==> config.mk <==
export PLATFORM = sky130hd
export DESIGN_NAME = dsps_slot
export DESIGN_NICKNAME = d
export VERILOG_FILES = /design/src/rtl/dsps_pkg.sv /design/src/rtl/dsps_slot.sv
export SDC_FILE = /design/constraint.sdc
export NUM_CORES = 1
export LEC_CHECK = 0
export BUFFER_PORTS_ARGS = -buffer_cell sky130_fd_sc_hd__buf_2
export CORE_MARGIN = 2
export CORE_UTILIZATION = 54
export CTS_CLUSTER_DIAMETER = 50
export DETAILED_ROUTE_END_ITERATION = 7
export PLACE_DENSITY = 0.71
export SKIP_CTS_REPAIR_TIMING = 1
export SYNTH_ARGS = -nofsm -noshare
export SYNTH_HDL_FRONTEND = slang
export SYNTH_SLANG_ARGS = --single-unit
==> constraint.sdc <==
create_clock -name core_clk -period 2.7 [get_ports core_clk]
set_input_delay 0.54 -clock core_clk [delete_from_list [all_inputs] [get_ports core_clk]]
set_output_delay 0.54 -clock core_clk [all_outputs]
set_load 0.01 [all_outputs]
==> src/rtl/dsps_pkg.sv <==
// Constants, types and state layout for one slot of the dual-slot power sequencer.
// Assumes a single 100 MHz logic clock; all analog indications arrive as digital levels.
package dsps_pkg;

   // Clock rate and filter times
   localparam int CLK_MHZ       = 100;              // Logic clock in MHz
   localparam int T_BREAKER_US  = 20;               // Breaker persistence time
   localparam int T_INPUT_UV_US = 18;               // Input supply lockout filter
   localparam int T_VCC_UV_US   = 38;               // Device supply lockout filter
   localparam int T_PG_BAD_US   = 20;               // Output-not-good filter

   // Cycle counts derived from the times (the filters trip after the count is reached)
   localparam int CNT_W = 12;                       // Counter width, holds every count below
   localparam logic [CNT_W-1:0] BRK_CYC = CNT_W'(T_BREAKER_US * CLK_MHZ);
   localparam logic [CNT_W-1:0] UV_CYC  = CNT_W'(T_INPUT_UV_US * CLK_MHZ);
   localparam logic [CNT_W-1:0] VCC_CYC = CNT_W'(T_VCC_UV_US * CLK_MHZ);
   localparam logic [CNT_W-1:0] PG_CYC  = CNT_W'(T_PG_BAD_US * CLK_MHZ);
   localparam logic [CNT_W-1:0] CNT_ZERO = 12'h000;

   // Filter counter indices
   localparam int NCNT  = 9;
   localparam int C_B12 = 0;                        // 12V breaker
   localparam int C_B3  = 1;                        // 3.3V breaker
   localparam int C_BAX = 2;                        // Aux breaker
   localparam int C_L12 = 3;                        // 12V input lockout
   localparam int C_L3  = 4;                        // 3.3V input lockout
   localparam int C_LAX = 5;                        // Aux input lockout
   localparam int C_LVC = 6;                        // Device supply lockout
   localparam int C_PGM = 7;                        // Main output not good
   localparam int C_PGA = 8;                        // Aux output not good

   // Analog front-end indications, all active high
   typedef struct packed {
      logic brk12;                                  // 12V breaker comparator over threshold
      logic brk3;                                   // 3.3V breaker comparator over threshold
      logic brkaux;                                 // Aux current above breaker level
      logic hot;                                    // Aux switch at shutdown temperature
      logic cool;                                   // Aux switch below restart temperature
      logic low12;                                  // 12V input below lockout
      logic low3;                                   // 3.3V input below lockout
      logic lowaux;                                 // Aux input below lockout
      logic lowvcc;                                 // Device supply below lockout
      logic good12;                                 // 12V output above good threshold
      logic good3;                                  // 3.3V output above good threshold
      logic goodaux;                                // Aux output above good threshold
   } dsps_ana_s;

   // Slot outputs
   typedef struct packed {
      logic main_gate_on;                           // Both main external switches on
      logic aux_switch_on;                          // Internal aux switch on
      logic main_discharge;                         // Main output pull-down active
      logic aux_discharge;                          // Aux output pull-down active
      logic main_trip_flag_n;                       // Main fault flag, low active
      logic aux_trip_flag_n;                        // Aux fault flag, low active
      logic main_output_ok_n;                       // Main power good, low active
      logic aux_output_ok_n;                        // Aux power good, low active
   } dsps_out_s;

   // Whole state of the slot
   typedef struct packed {
      dsps_ana_s                     sync1;         // First synchroniser stage
      dsps_ana_s                     sync2;         // Second synchroniser stage
      logic [NCNT-1:0][CNT_W-1:0]    cnt;           // Filter counters
      logic                          main_trip;     // Main breaker latch
      logic                          aux_trip;      // Aux breaker/thermal latch
      logic                          therm_lock;    // Thermal restart lock
      logic                          therm_req_low; // Aux request seen low since thermal trip
      logic                          main_armed;    // Main breaker armed
      logic                          aux_armed;     // Aux breaker armed
      logic                          exit_hold;     // Leaving current-limit force mode
      logic                          main_req_d;    // Previous main request
      logic                          aux_req_d;     // Previous aux request
      dsps_out_s                     out;           // Registered outputs
   } dsps_state_s;

endpackage

==> src/rtl/dsps_slot.sv <==
// One slot of a dual-slot live-insertion power sequencer: gating, filtering, fault latches, status.
// Assumes control inputs are synchronous to core_clk and comparator results are asynchronous levels.
//
// Behaviour
// - Main breaker over 20us trips both mains
// - Aux breaker over 20us trips aux switch
// - Main trip spares aux; aux trip spares mains
// - Over-temperature shuts aux switch, latches aux flag
// - Thermal restart needs request recycle while cool, or a device supply lockout
// - Input lockout over 18us drops its group
// - Device supply lockout over 38us drops all
// - Restart only with all relevant supplies good
// - Groups start independently on request high
// - Breaker armed once input clears lockout
// - Power good low only when all conditions hold
// - Output low over 20us releases power good
// - Request low or card removed drops switches
// - Off switch discharges output, releases power good
// - Force override turns mains on except in device supply lockout; aux also needs no heat, thermal lock or current-limit trip
// - Trip latches clear on request low or lockout
// - Force override blocks every latch clear except the thermal lock's release by request recycle
// - Force with card low flags faults unlatched, keeps trip latches
// - Force with card high: unfiltered breaker mode
`timescale 1ns/1ps
`default_nettype none

module dsps_slot
   import dsps_pkg::*;
(
   // Clock, reset and clock enable
   input  wire logic      core_clk,
   input  wire logic      rst,
   input  wire logic      clk_en,
   // Control from the hot plug controller
   input  wire logic      card_inserted_n,
   input  wire logic      main_power_request,
   input  wire logic      aux_power_request,
   input  wire logic      force_override,
   // Analog front-end indications
   input  wire dsps_ana_s ana,
   // Switch, discharge and status outputs
   output var  dsps_out_s slot_out
);

   dsps_state_s st;       // Registered state
   dsps_state_s next_st;  // Next state

   // Advance a filter counter: count while the condition holds, saturate at the limit, restart on release
   function automatic logic [CNT_W-1:0] filt_step(input logic [CNT_W-1:0] c, input logic cond,
                                                  input logic [CNT_W-1:0] lim);
      logic [CNT_W-1:0] r;
      r = CNT_ZERO;
      if (!cond) begin
         r = CNT_ZERO;
      end else if (c < lim) begin
         r = c + CNT_W'(1);
      end else begin
         r = lim;
      end
      return r;
   endfunction

   // Combinational next-state logic
   always_comb begin
      dsps_ana_s s;          // Synchronised indications
      logic      fmode;      // Forced-on diagnostic mode
      logic      cmode;      // Forced-on current-limit mode
      logic      force_any;  // Any force mode
      logic      vcc_lock;   // Device supply lockout expired
      logic      main_uv;    // Main input lockout expired
      logic      aux_uv;     // Aux input lockout expired
      logic      main_in_ok; // Main inputs and device supply above lockout
      logic      aux_in_ok;  // Aux input and device supply above lockout
      logic      brk_main;   // Main breaker trip, filtered except in current-limit mode
      logic      brk_aux;    // Aux breaker trip, filtered except in current-limit mode
      logic      start_ok;   // Card present and no exit hold
      logic      main_on;
      logic      aux_on;
      next_st = st;
      s = st.sync2;
      // Defaults so no local carries a value over from an earlier pass
      fmode      = 1'b0;
      cmode      = 1'b0;
      force_any  = 1'b0;
      vcc_lock   = 1'b0;
      main_uv    = 1'b0;
      aux_uv     = 1'b0;
      main_in_ok = 1'b0;
      aux_in_ok  = 1'b0;
      brk_main   = 1'b0;
      brk_aux    = 1'b0;
      start_ok   = 1'b0;
      main_on    = 1'b0;
      aux_on     = 1'b0;

      // Two-stage synchroniser; only the second stage feeds the logic
      next_st.sync1 = ana;
      next_st.sync2 = st.sync1;

      fmode     = force_override && !card_inserted_n;
      cmode     = force_override && card_inserted_n;
      force_any = force_override;

      // Filter counters
      next_st.cnt[C_B12] = filt_step(st.cnt[C_B12], s.brk12 && st.main_armed, BRK_CYC);
      next_st.cnt[C_B3]  = filt_step(st.cnt[C_B3], s.brk3 && st.main_armed, BRK_CYC);
      next_st.cnt[C_BAX] = filt_step(st.cnt[C_BAX], s.brkaux && st.aux_armed, BRK_CYC);
      next_st.cnt[C_L12] = filt_step(st.cnt[C_L12], s.low12, UV_CYC);
      next_st.cnt[C_L3]  = filt_step(st.cnt[C_L3], s.low3, UV_CYC);
      next_st.cnt[C_LAX] = filt_step(st.cnt[C_LAX], s.lowaux, UV_CYC);
      next_st.cnt[C_LVC] = filt_step(st.cnt[C_LVC], s.lowvcc, VCC_CYC);
      next_st.cnt[C_PGM] = filt_step(st.cnt[C_PGM], !(s.good12 && s.good3), PG_CYC);
      next_st.cnt[C_PGA] = filt_step(st.cnt[C_PGA], !s.goodaux, PG_CYC);

      // Lockout decisions from the filtered counts, input-ok from the raw levels
      vcc_lock = (st.cnt[C_LVC] == VCC_CYC);
      main_uv  = (st.cnt[C_L12] == UV_CYC) || (st.cnt[C_L3] == UV_CYC);
      aux_uv   = (st.cnt[C_LAX] == UV_CYC);
      main_in_ok = !s.low12 && !s.low3 && !s.lowvcc;
      aux_in_ok  = !s.lowaux && !s.lowvcc;

      // Breakers arm once their input clears lockout and disarm in lockout
      next_st.main_armed = !s.low12 && !s.low3;
      next_st.aux_armed  = !s.lowaux;

      // Current-limit force mode bypasses the persistence filter
      if (cmode) begin
         brk_main = st.main_armed && (s.brk12 || s.brk3);
         brk_aux  = st.aux_armed && s.brkaux;
      end else begin
         brk_main = (st.cnt[C_B12] == BRK_CYC) || (st.cnt[C_B3] == BRK_CYC);
         brk_aux  = (st.cnt[C_BAX] == BRK_CYC);
      end

      // Main latch: set wins over clear; force freezes the contents
      if (!force_any) begin
         if (brk_main) begin
            next_st.main_trip = 1'b1;
         end else if (!main_power_request || main_uv || vcc_lock) begin
            next_st.main_trip = 1'b0;
         end
      end

      // Aux latch: breaker or thermal; may still set in current-limit force mode
      if (!force_any || cmode) begin
         if (brk_aux || (s.hot && !fmode)) begin
            next_st.aux_trip = 1'b1;
         end else if (!force_any && (!aux_power_request || aux_uv || vcc_lock)) begin
            next_st.aux_trip = 1'b0;
         end
      end

      // Thermal lock: released by request low then high while cool, or by device supply lockout below
      if (s.hot) begin
         next_st.therm_lock    = 1'b1;
         next_st.therm_req_low = 1'b0;
      end else if (st.therm_lock) begin
         if (!aux_power_request) begin
            next_st.therm_req_low = 1'b1;
         end else if (st.therm_req_low && !st.aux_req_d && s.cool) begin
            next_st.therm_lock    = 1'b0;
            next_st.therm_req_low = 1'b0;
         end
      end
      // A switch that is still hot keeps its lock: the set wins over the clear
      if (vcc_lock && !force_any && !s.hot) begin
         next_st.therm_lock = 1'b0;
      end

      // Leaving current-limit force mode needs both inputs low and both requests recycled
      if (cmode) begin
         next_st.exit_hold = 1'b1;
      end else if (st.exit_hold && !force_override && !card_inserted_n
                   && !main_power_request && !aux_power_request) begin
         next_st.exit_hold = 1'b0;
      end

      next_st.main_req_d = main_power_request;
      next_st.aux_req_d  = aux_power_request;

      // Switch control
      start_ok = !card_inserted_n && !st.exit_hold;
      if (vcc_lock) begin
         main_on = 1'b0;
         aux_on  = 1'b0;
      end else if (force_any) begin
         main_on = 1'b1;
         aux_on  = !s.hot && !st.therm_lock && !(cmode && st.aux_trip);
      end else begin
         // Request level covers both already-high and rising-edge starts
         // Raw lockout only blocks a fresh start; a running group rides out a dip until its filter expires
         main_on = start_ok && main_power_request && (main_in_ok || st.out.main_gate_on) && !main_uv
                   && !st.main_trip && !brk_main;
         aux_on  = start_ok && aux_power_request && (aux_in_ok || st.out.aux_switch_on) && !aux_uv
                   && !st.aux_trip && !brk_aux && !s.hot && !st.therm_lock;
      end
      next_st.out.main_gate_on   = main_on;
      next_st.out.aux_switch_on  = aux_on;
      next_st.out.main_discharge = !main_on;
      next_st.out.aux_discharge  = !aux_on;

      // Fault flags: latched normally, unlatched comparator view under diagnostic force
      if (fmode) begin
         next_st.out.main_trip_flag_n = !(st.main_trip || (st.main_armed && (s.brk12 || s.brk3)));
         next_st.out.aux_trip_flag_n  = !(st.aux_trip || (st.aux_armed && s.brkaux));
      end else if (cmode) begin
         next_st.out.main_trip_flag_n = !(st.main_trip || brk_main);
         next_st.out.aux_trip_flag_n  = aux_on;
      end else begin
         next_st.out.main_trip_flag_n = !next_st.main_trip;
         next_st.out.aux_trip_flag_n  = !next_st.aux_trip;
      end

      // Power good: pull low only when every condition holds, release on a 20us low output
      if (main_on && !card_inserted_n && main_in_ok && main_power_request
          && s.good12 && s.good3 && !force_any) begin
         next_st.out.main_output_ok_n = 1'b0;
      // A short input dip holds the status; only an expired lockout releases it
      end else if (!main_on || card_inserted_n || main_uv || !main_power_request
                   || (st.cnt[C_PGM] == PG_CYC) || force_any) begin
         next_st.out.main_output_ok_n = 1'b1;
      end
      if (aux_on && !card_inserted_n && aux_in_ok && aux_power_request
          && s.goodaux && !s.hot && !st.therm_lock && !force_any) begin
         next_st.out.aux_output_ok_n = 1'b0;
      end else if (!aux_on || card_inserted_n || aux_uv || !aux_power_request
                   || s.hot || (st.cnt[C_PGA] == PG_CYC) || force_any) begin
         next_st.out.aux_output_ok_n = 1'b1;
      end
   end

   // State register; clock enable low freezes everything
   always_ff @(posedge core_clk) begin
      if (rst) begin
         st                      <= '0;
         // Safe power-up: switches off, outputs discharged, all status released high
         st.out.main_discharge   <= 1'b1;
         st.out.aux_discharge    <= 1'b1;
         st.out.main_trip_flag_n <= 1'b1;
         st.out.aux_trip_flag_n  <= 1'b1;
         st.out.main_output_ok_n <= 1'b1;
         st.out.aux_output_ok_n  <= 1'b1;
      end else if (clk_en) begin
         st <= next_st;
      end
   end

   // Outputs straight from the state register
   assign slot_out = st.out;

endmodule

`default_nettype wire

# --- After elaboration in Yosys (flattened, before gate mapping) ---
# Cells that the tools add are included.
totals:
  ff_bits: 148
  inputBits: 19
  output_inout_bits: 8
op_classes:
  add_sub_neg: 9
  n_lt_le_gt_ge: 9
  n_eq_ne: 10
  muxes: 44
  reduce_logical: 109
ops:
  columns: ["op", "count"]
  rows:
  - ["2-to-1 mux 12 bit", 18]
  - ["adder 12 x 1 -> 12 bit (second input constant)", 9]
  - ["equality test 12 x 11 -> 1 bit (second input constant)", 8]
  - ["less-than comparator 12 x 11 -> 1 bit (second input constant)", 8]
  - ["logical AND 1 bit", 49]
  - ["zero test 1 bit", 27]
  - ["logical OR 1 bit", 25]
  - ["2-to-1 mux 1 bit", 21]
  - ["equality test 12 bit (second input constant)", 1]
  - ["less-than comparator 12 bit (second input constant)", 1]
  - ["2-to-1 mux 2 bit", 5]
  - ["nonzero test 2 bit", 4]
  - ["AND reduction 2 bit", 3]
  - ["inequality test 3 x 1 -> 1 bit (second input constant)", 1]
  - ["AND reduction 3 bit", 1]

# --- Depth between registers and ports, before layout ---
logic_depth:
  word_depth: 20
  mapped_depth: 8
  mapped_depth_nobuf: 7

# --- Worst setup path after synthesis ---
# Ideal clock, no wire load.
synth_timing:
  kind: "reg2reg"
  startpoint: "register st[94] in the netlist's numbering"
  endpoint: "register st[16] in the netlist's numbering"
  setup_time_ns: 0.115
  arrival_time_ns: 1.593
  required_time_ns: 2.585
  setup_slack_ns: 0.992
  stages_incl_launch_ff: 8
  n_path_buf: 2
  synth_period_minus_slack_ns: 1.708
  path_cell_list: "dfxtp_1 buf_6 nand4bb_1 or4_4 buf_6 a41o_1 a22oi_2 nor2_1"
synth_between:
  elab_chain_cells: 5
synth_lines:
  columns: ["item", "line_no", "source"]
  rows:
  - ["start: declaration", "dsps_slot.sv:45", "dsps_state_s st;"]
  - ["start signal: assignment", "dsps_slot.sv:244", "st <= next_st;"]
  - ["equality test 12 bit", "dsps_slot.sv:116", "vcc_lock = (st.cnt[C_LVC] == VCC_CYC);"]
  - ["logical OR 1 bit", "dsps_slot.sv:139", "end else if (!main_power_request || main_uv || vcc_lock) begin"]
  - ["2-to-1 mux 1 bit", "dsps_slot.sv:139", null]
  - ["2-to-1 mux 1 bit", "dsps_slot.sv:137", "if (brk_main) begin"]
  - ["2-to-1 mux 1 bit", "dsps_slot.sv:136", "if (!force_any) begin"]
# Every way passes these cells.
# A chain may end at the register's enable or synchronous reset.

# --- Final worst setup path ---
layout_timing:
  startpoint: "register st[106] in the netlist's numbering"
  endpoint: "register st[104] in the netlist's numbering"
layout_between:
  elab_chain_cells: 3
layout_lines:
  columns: ["item", "line_no", "source"]
  rows:
  - ["less-than comparator 12 x 11 -> 1 bit", "dsps_slot.sv:55", "end else if (c < lim) begin"]
  - ["2-to-1 mux 12 bit", "dsps_slot.sv:55", null]
  - ["2-to-1 mux 12 bit", "dsps_slot.sv:53", "if (!cond) begin"]
# Every way passes these cells.

==> out/metrics.yaml <==
placed_design:
  hpwl_um: 11170
  dpl-instance-area_sq_um: 7770
  pre_cts_ws_ns: 0.6607
  globalplace.congestion: 0.8361
  io_buffers: 26
die:
  num_io_pins: 27
  start_util_pct: 54.98
  dieArea_sq_um: 15040
  row_count: 43
  die_h_um: 122.7
  die_x_um: 122.7
  coreArea_sq_um: 13830
synthesis:
  postSynthCellCount: 924
  ys_ff_latch: 148
  yosysSeqAreaShare_pct: 38.97
  synth_edf_count: 0
  synthSimpleGateAreaFrac_pct: 28.47
  synth_top_family_by_area: "simple AND/OR/NAND/NOR gates"
  synth_mux_area_share_pct: 3.423
  synthArstFlopShare_pct: 0
  synth-compound-area-share_pct: 18.89
  yosysWarnings: 0
  synth_area_per_cell_sq_um: 8.228
  synthDistinctLibCells: 66
  synth_nets: 961
  netlist_area_sq_um: 7602
  synth_fa_ha_area_share_pct: 2.962
  synth-xor-area-share_pct: 1.959
  ys.flop_type: "dfxtp_1"
sta:
  worst_slack_ns: 0.8061
  max_freq_ghz: 0.5280
  slew_headroom_pct: 44.74
  maxSlewViolCount: 0
  rsz0062_at_grt: "false"
  whs_ns: 0.3536
  period_needed_ns: 1.894
  fin_setup_tns_ns: 0
  tightest_slew_ns: 0.8250
  hold_viol: 0
  skew_ns: 0.008339
  setup_viol: 0
  period_share_pct: 70.14
cts:
  clkSinkCount: 148
  cts_tree: "done"
  numCtsBuffers: 17
  clkSlewWorstSetupHoldPaths_ns: 0.06
  root_buffer: "clkbuf_16"
  clk_latency_ns: 0.43
  clk_path_buf_depth: 2
  cts_max_level: 4
global_routing:
  antenna_found_initial: 2
  grt_use_total_pct: 23.80
  first_global_vias: 6054
  grt_pass1_wl_um: 28920
  grt_max_degree: 67
  grt.overflow.total: 0
min_path:
  min-delay-start: "ana[4]"
  hold_class: "in2reg"
  hold_depth: 3
status:
  status: "finished, final reports clean"
route:
  dr.pass1.iters: 5
  vias: 6658
  via_per_inst: 5.950
  drc: 0
  drt_iter0_markers: 559
  final_antenna_net_count: 0
  wirelength_um: 16830
  wire_per_inst_um: 15.04
critical_path:
  path_class: "reg2reg"
  cp_slowest_cell: "a31oi_1"
  startpoint_type: "register"
  cp.required_ns: 3.05
  crit_chain: "or2_0 -> a31oi_1 -> and2_1 -> nand4b_1 -> a21oi_1"
  endpoint_kind: "register"
  critPathArrivalTime_ns: 2.24
  regToRegStartpoint: "st[106]"
  rr_worst_depth: 5
  startpoint: "st[106]"
  critical_path_peak_fanout: 11
  max_stage_delay_ns: 0.65
power_and_ir_drop:
  powerDensity_nw_per_um2: 606.7
  p_leak_nw: 3.090
  ir_drop_v: 0.0005698
finish:
  final_cell_area_sq_um: 8421
  drive_above_1_share_pct: 10.23
  layout_common_cells: "dfxtp_1 (148), nor2_1 (101), nand2_1 (80), a21oi_1 (75)"
  final_common_cell: "dfxtp_1"
  area_growth_pct: 10.76
  nNetsFinal: 963
job:
  maxCapViolCount: 0
power breakdown:
group / internal, mW / switching (mW)
Sequential: 2.22 / 0.0402
Combinational: 0.0965 / 0.164
Clock: 1.70 / 0.886
Total: 4.02 / 1.09
cells in the mapped netlist, types with 18 or more instances:
cell      instances  area share (%)
a21oi_1          75             4.9
and3_1           23             1.9
clkbuf_1         30             1.5
dfxtp_1         148              39
ha_1             18             3.0
inv_1            30             1.5
mux2i_1          26             3.4
nand2_1          80             3.9
nand3_1          41             2.7
nand4_1          28             2.3
nor2_1          101             5.0
nor3_1           31             2.0
o21ai_0          41             2.7
layer usage:
layer / wire [um] / vias to the layer above / track usage, %
li1: - / 3389 / -
met1: 8551 / 3130 / 33.00
met2: 7394 / 123 / 36.74
met3: 706 / 16 / 5.762
met4: 174 / 0 / 7.112
met5: 0 / - / 0
layout make-up:
type	count	area [sq um]
antenna	1	2.502
clock buffer	21	470.5
clock inverter	10	177.7
fill	1229	5406
inverter	31	116.4
multi-input combinational	691	4235
sequential	148	2963
tap	180	225.2
timing repair buffer	37	230.2
worst max-delay path, delay by kind of cell (launching register included):
kind | cells | cell delay (ns)
flops | 1 | 0.36
compound gates | 2 | 0.80
simple gates | 3 | 0.66
final timing paths:
kind | endpoint | slack (ns)
max reg2reg | st[104] | 0.81
min reg2reg | st[87] | 0.47
min | next_st[129] | 0.35
max | st[104] | 0.81
flip-flops by register name, indices dropped and copies added (netlist names):
| register | cells |
|---|---|
| slot_out | 8 |
| st | 128 |
| next_st | 12 |
stage by stage:
step	cells	utilization [%]	total power, mW
final	1119	60.90	5.108
after global routing	1119	60.90	5.283
after CTS	1118	60.88	5.155
after detailed placement	1087	56.19	2.569
after global placement	1087	56.19	2.566
after floorplan	924	-	2.494
kinds of logic (layout without fill, tap and decap cells):
| group | Yosys count | after routing |
|---|---|---|
| other | 0 | 1 |
| adder cells (fa/ha/maj) | 18 | 18 |
| XOR/XNOR | 17 | 17 |
| flip-flops | 148 | 148 |
| buffers and inverters | 85 | 99 |
| AND/OR/NAND/NOR | 408 | 408 |
| AO/OA/AOI/OAI | 222 | 222 |
| multiplexers | 26 | 26 |
Power figures use the tool's default switching activity.
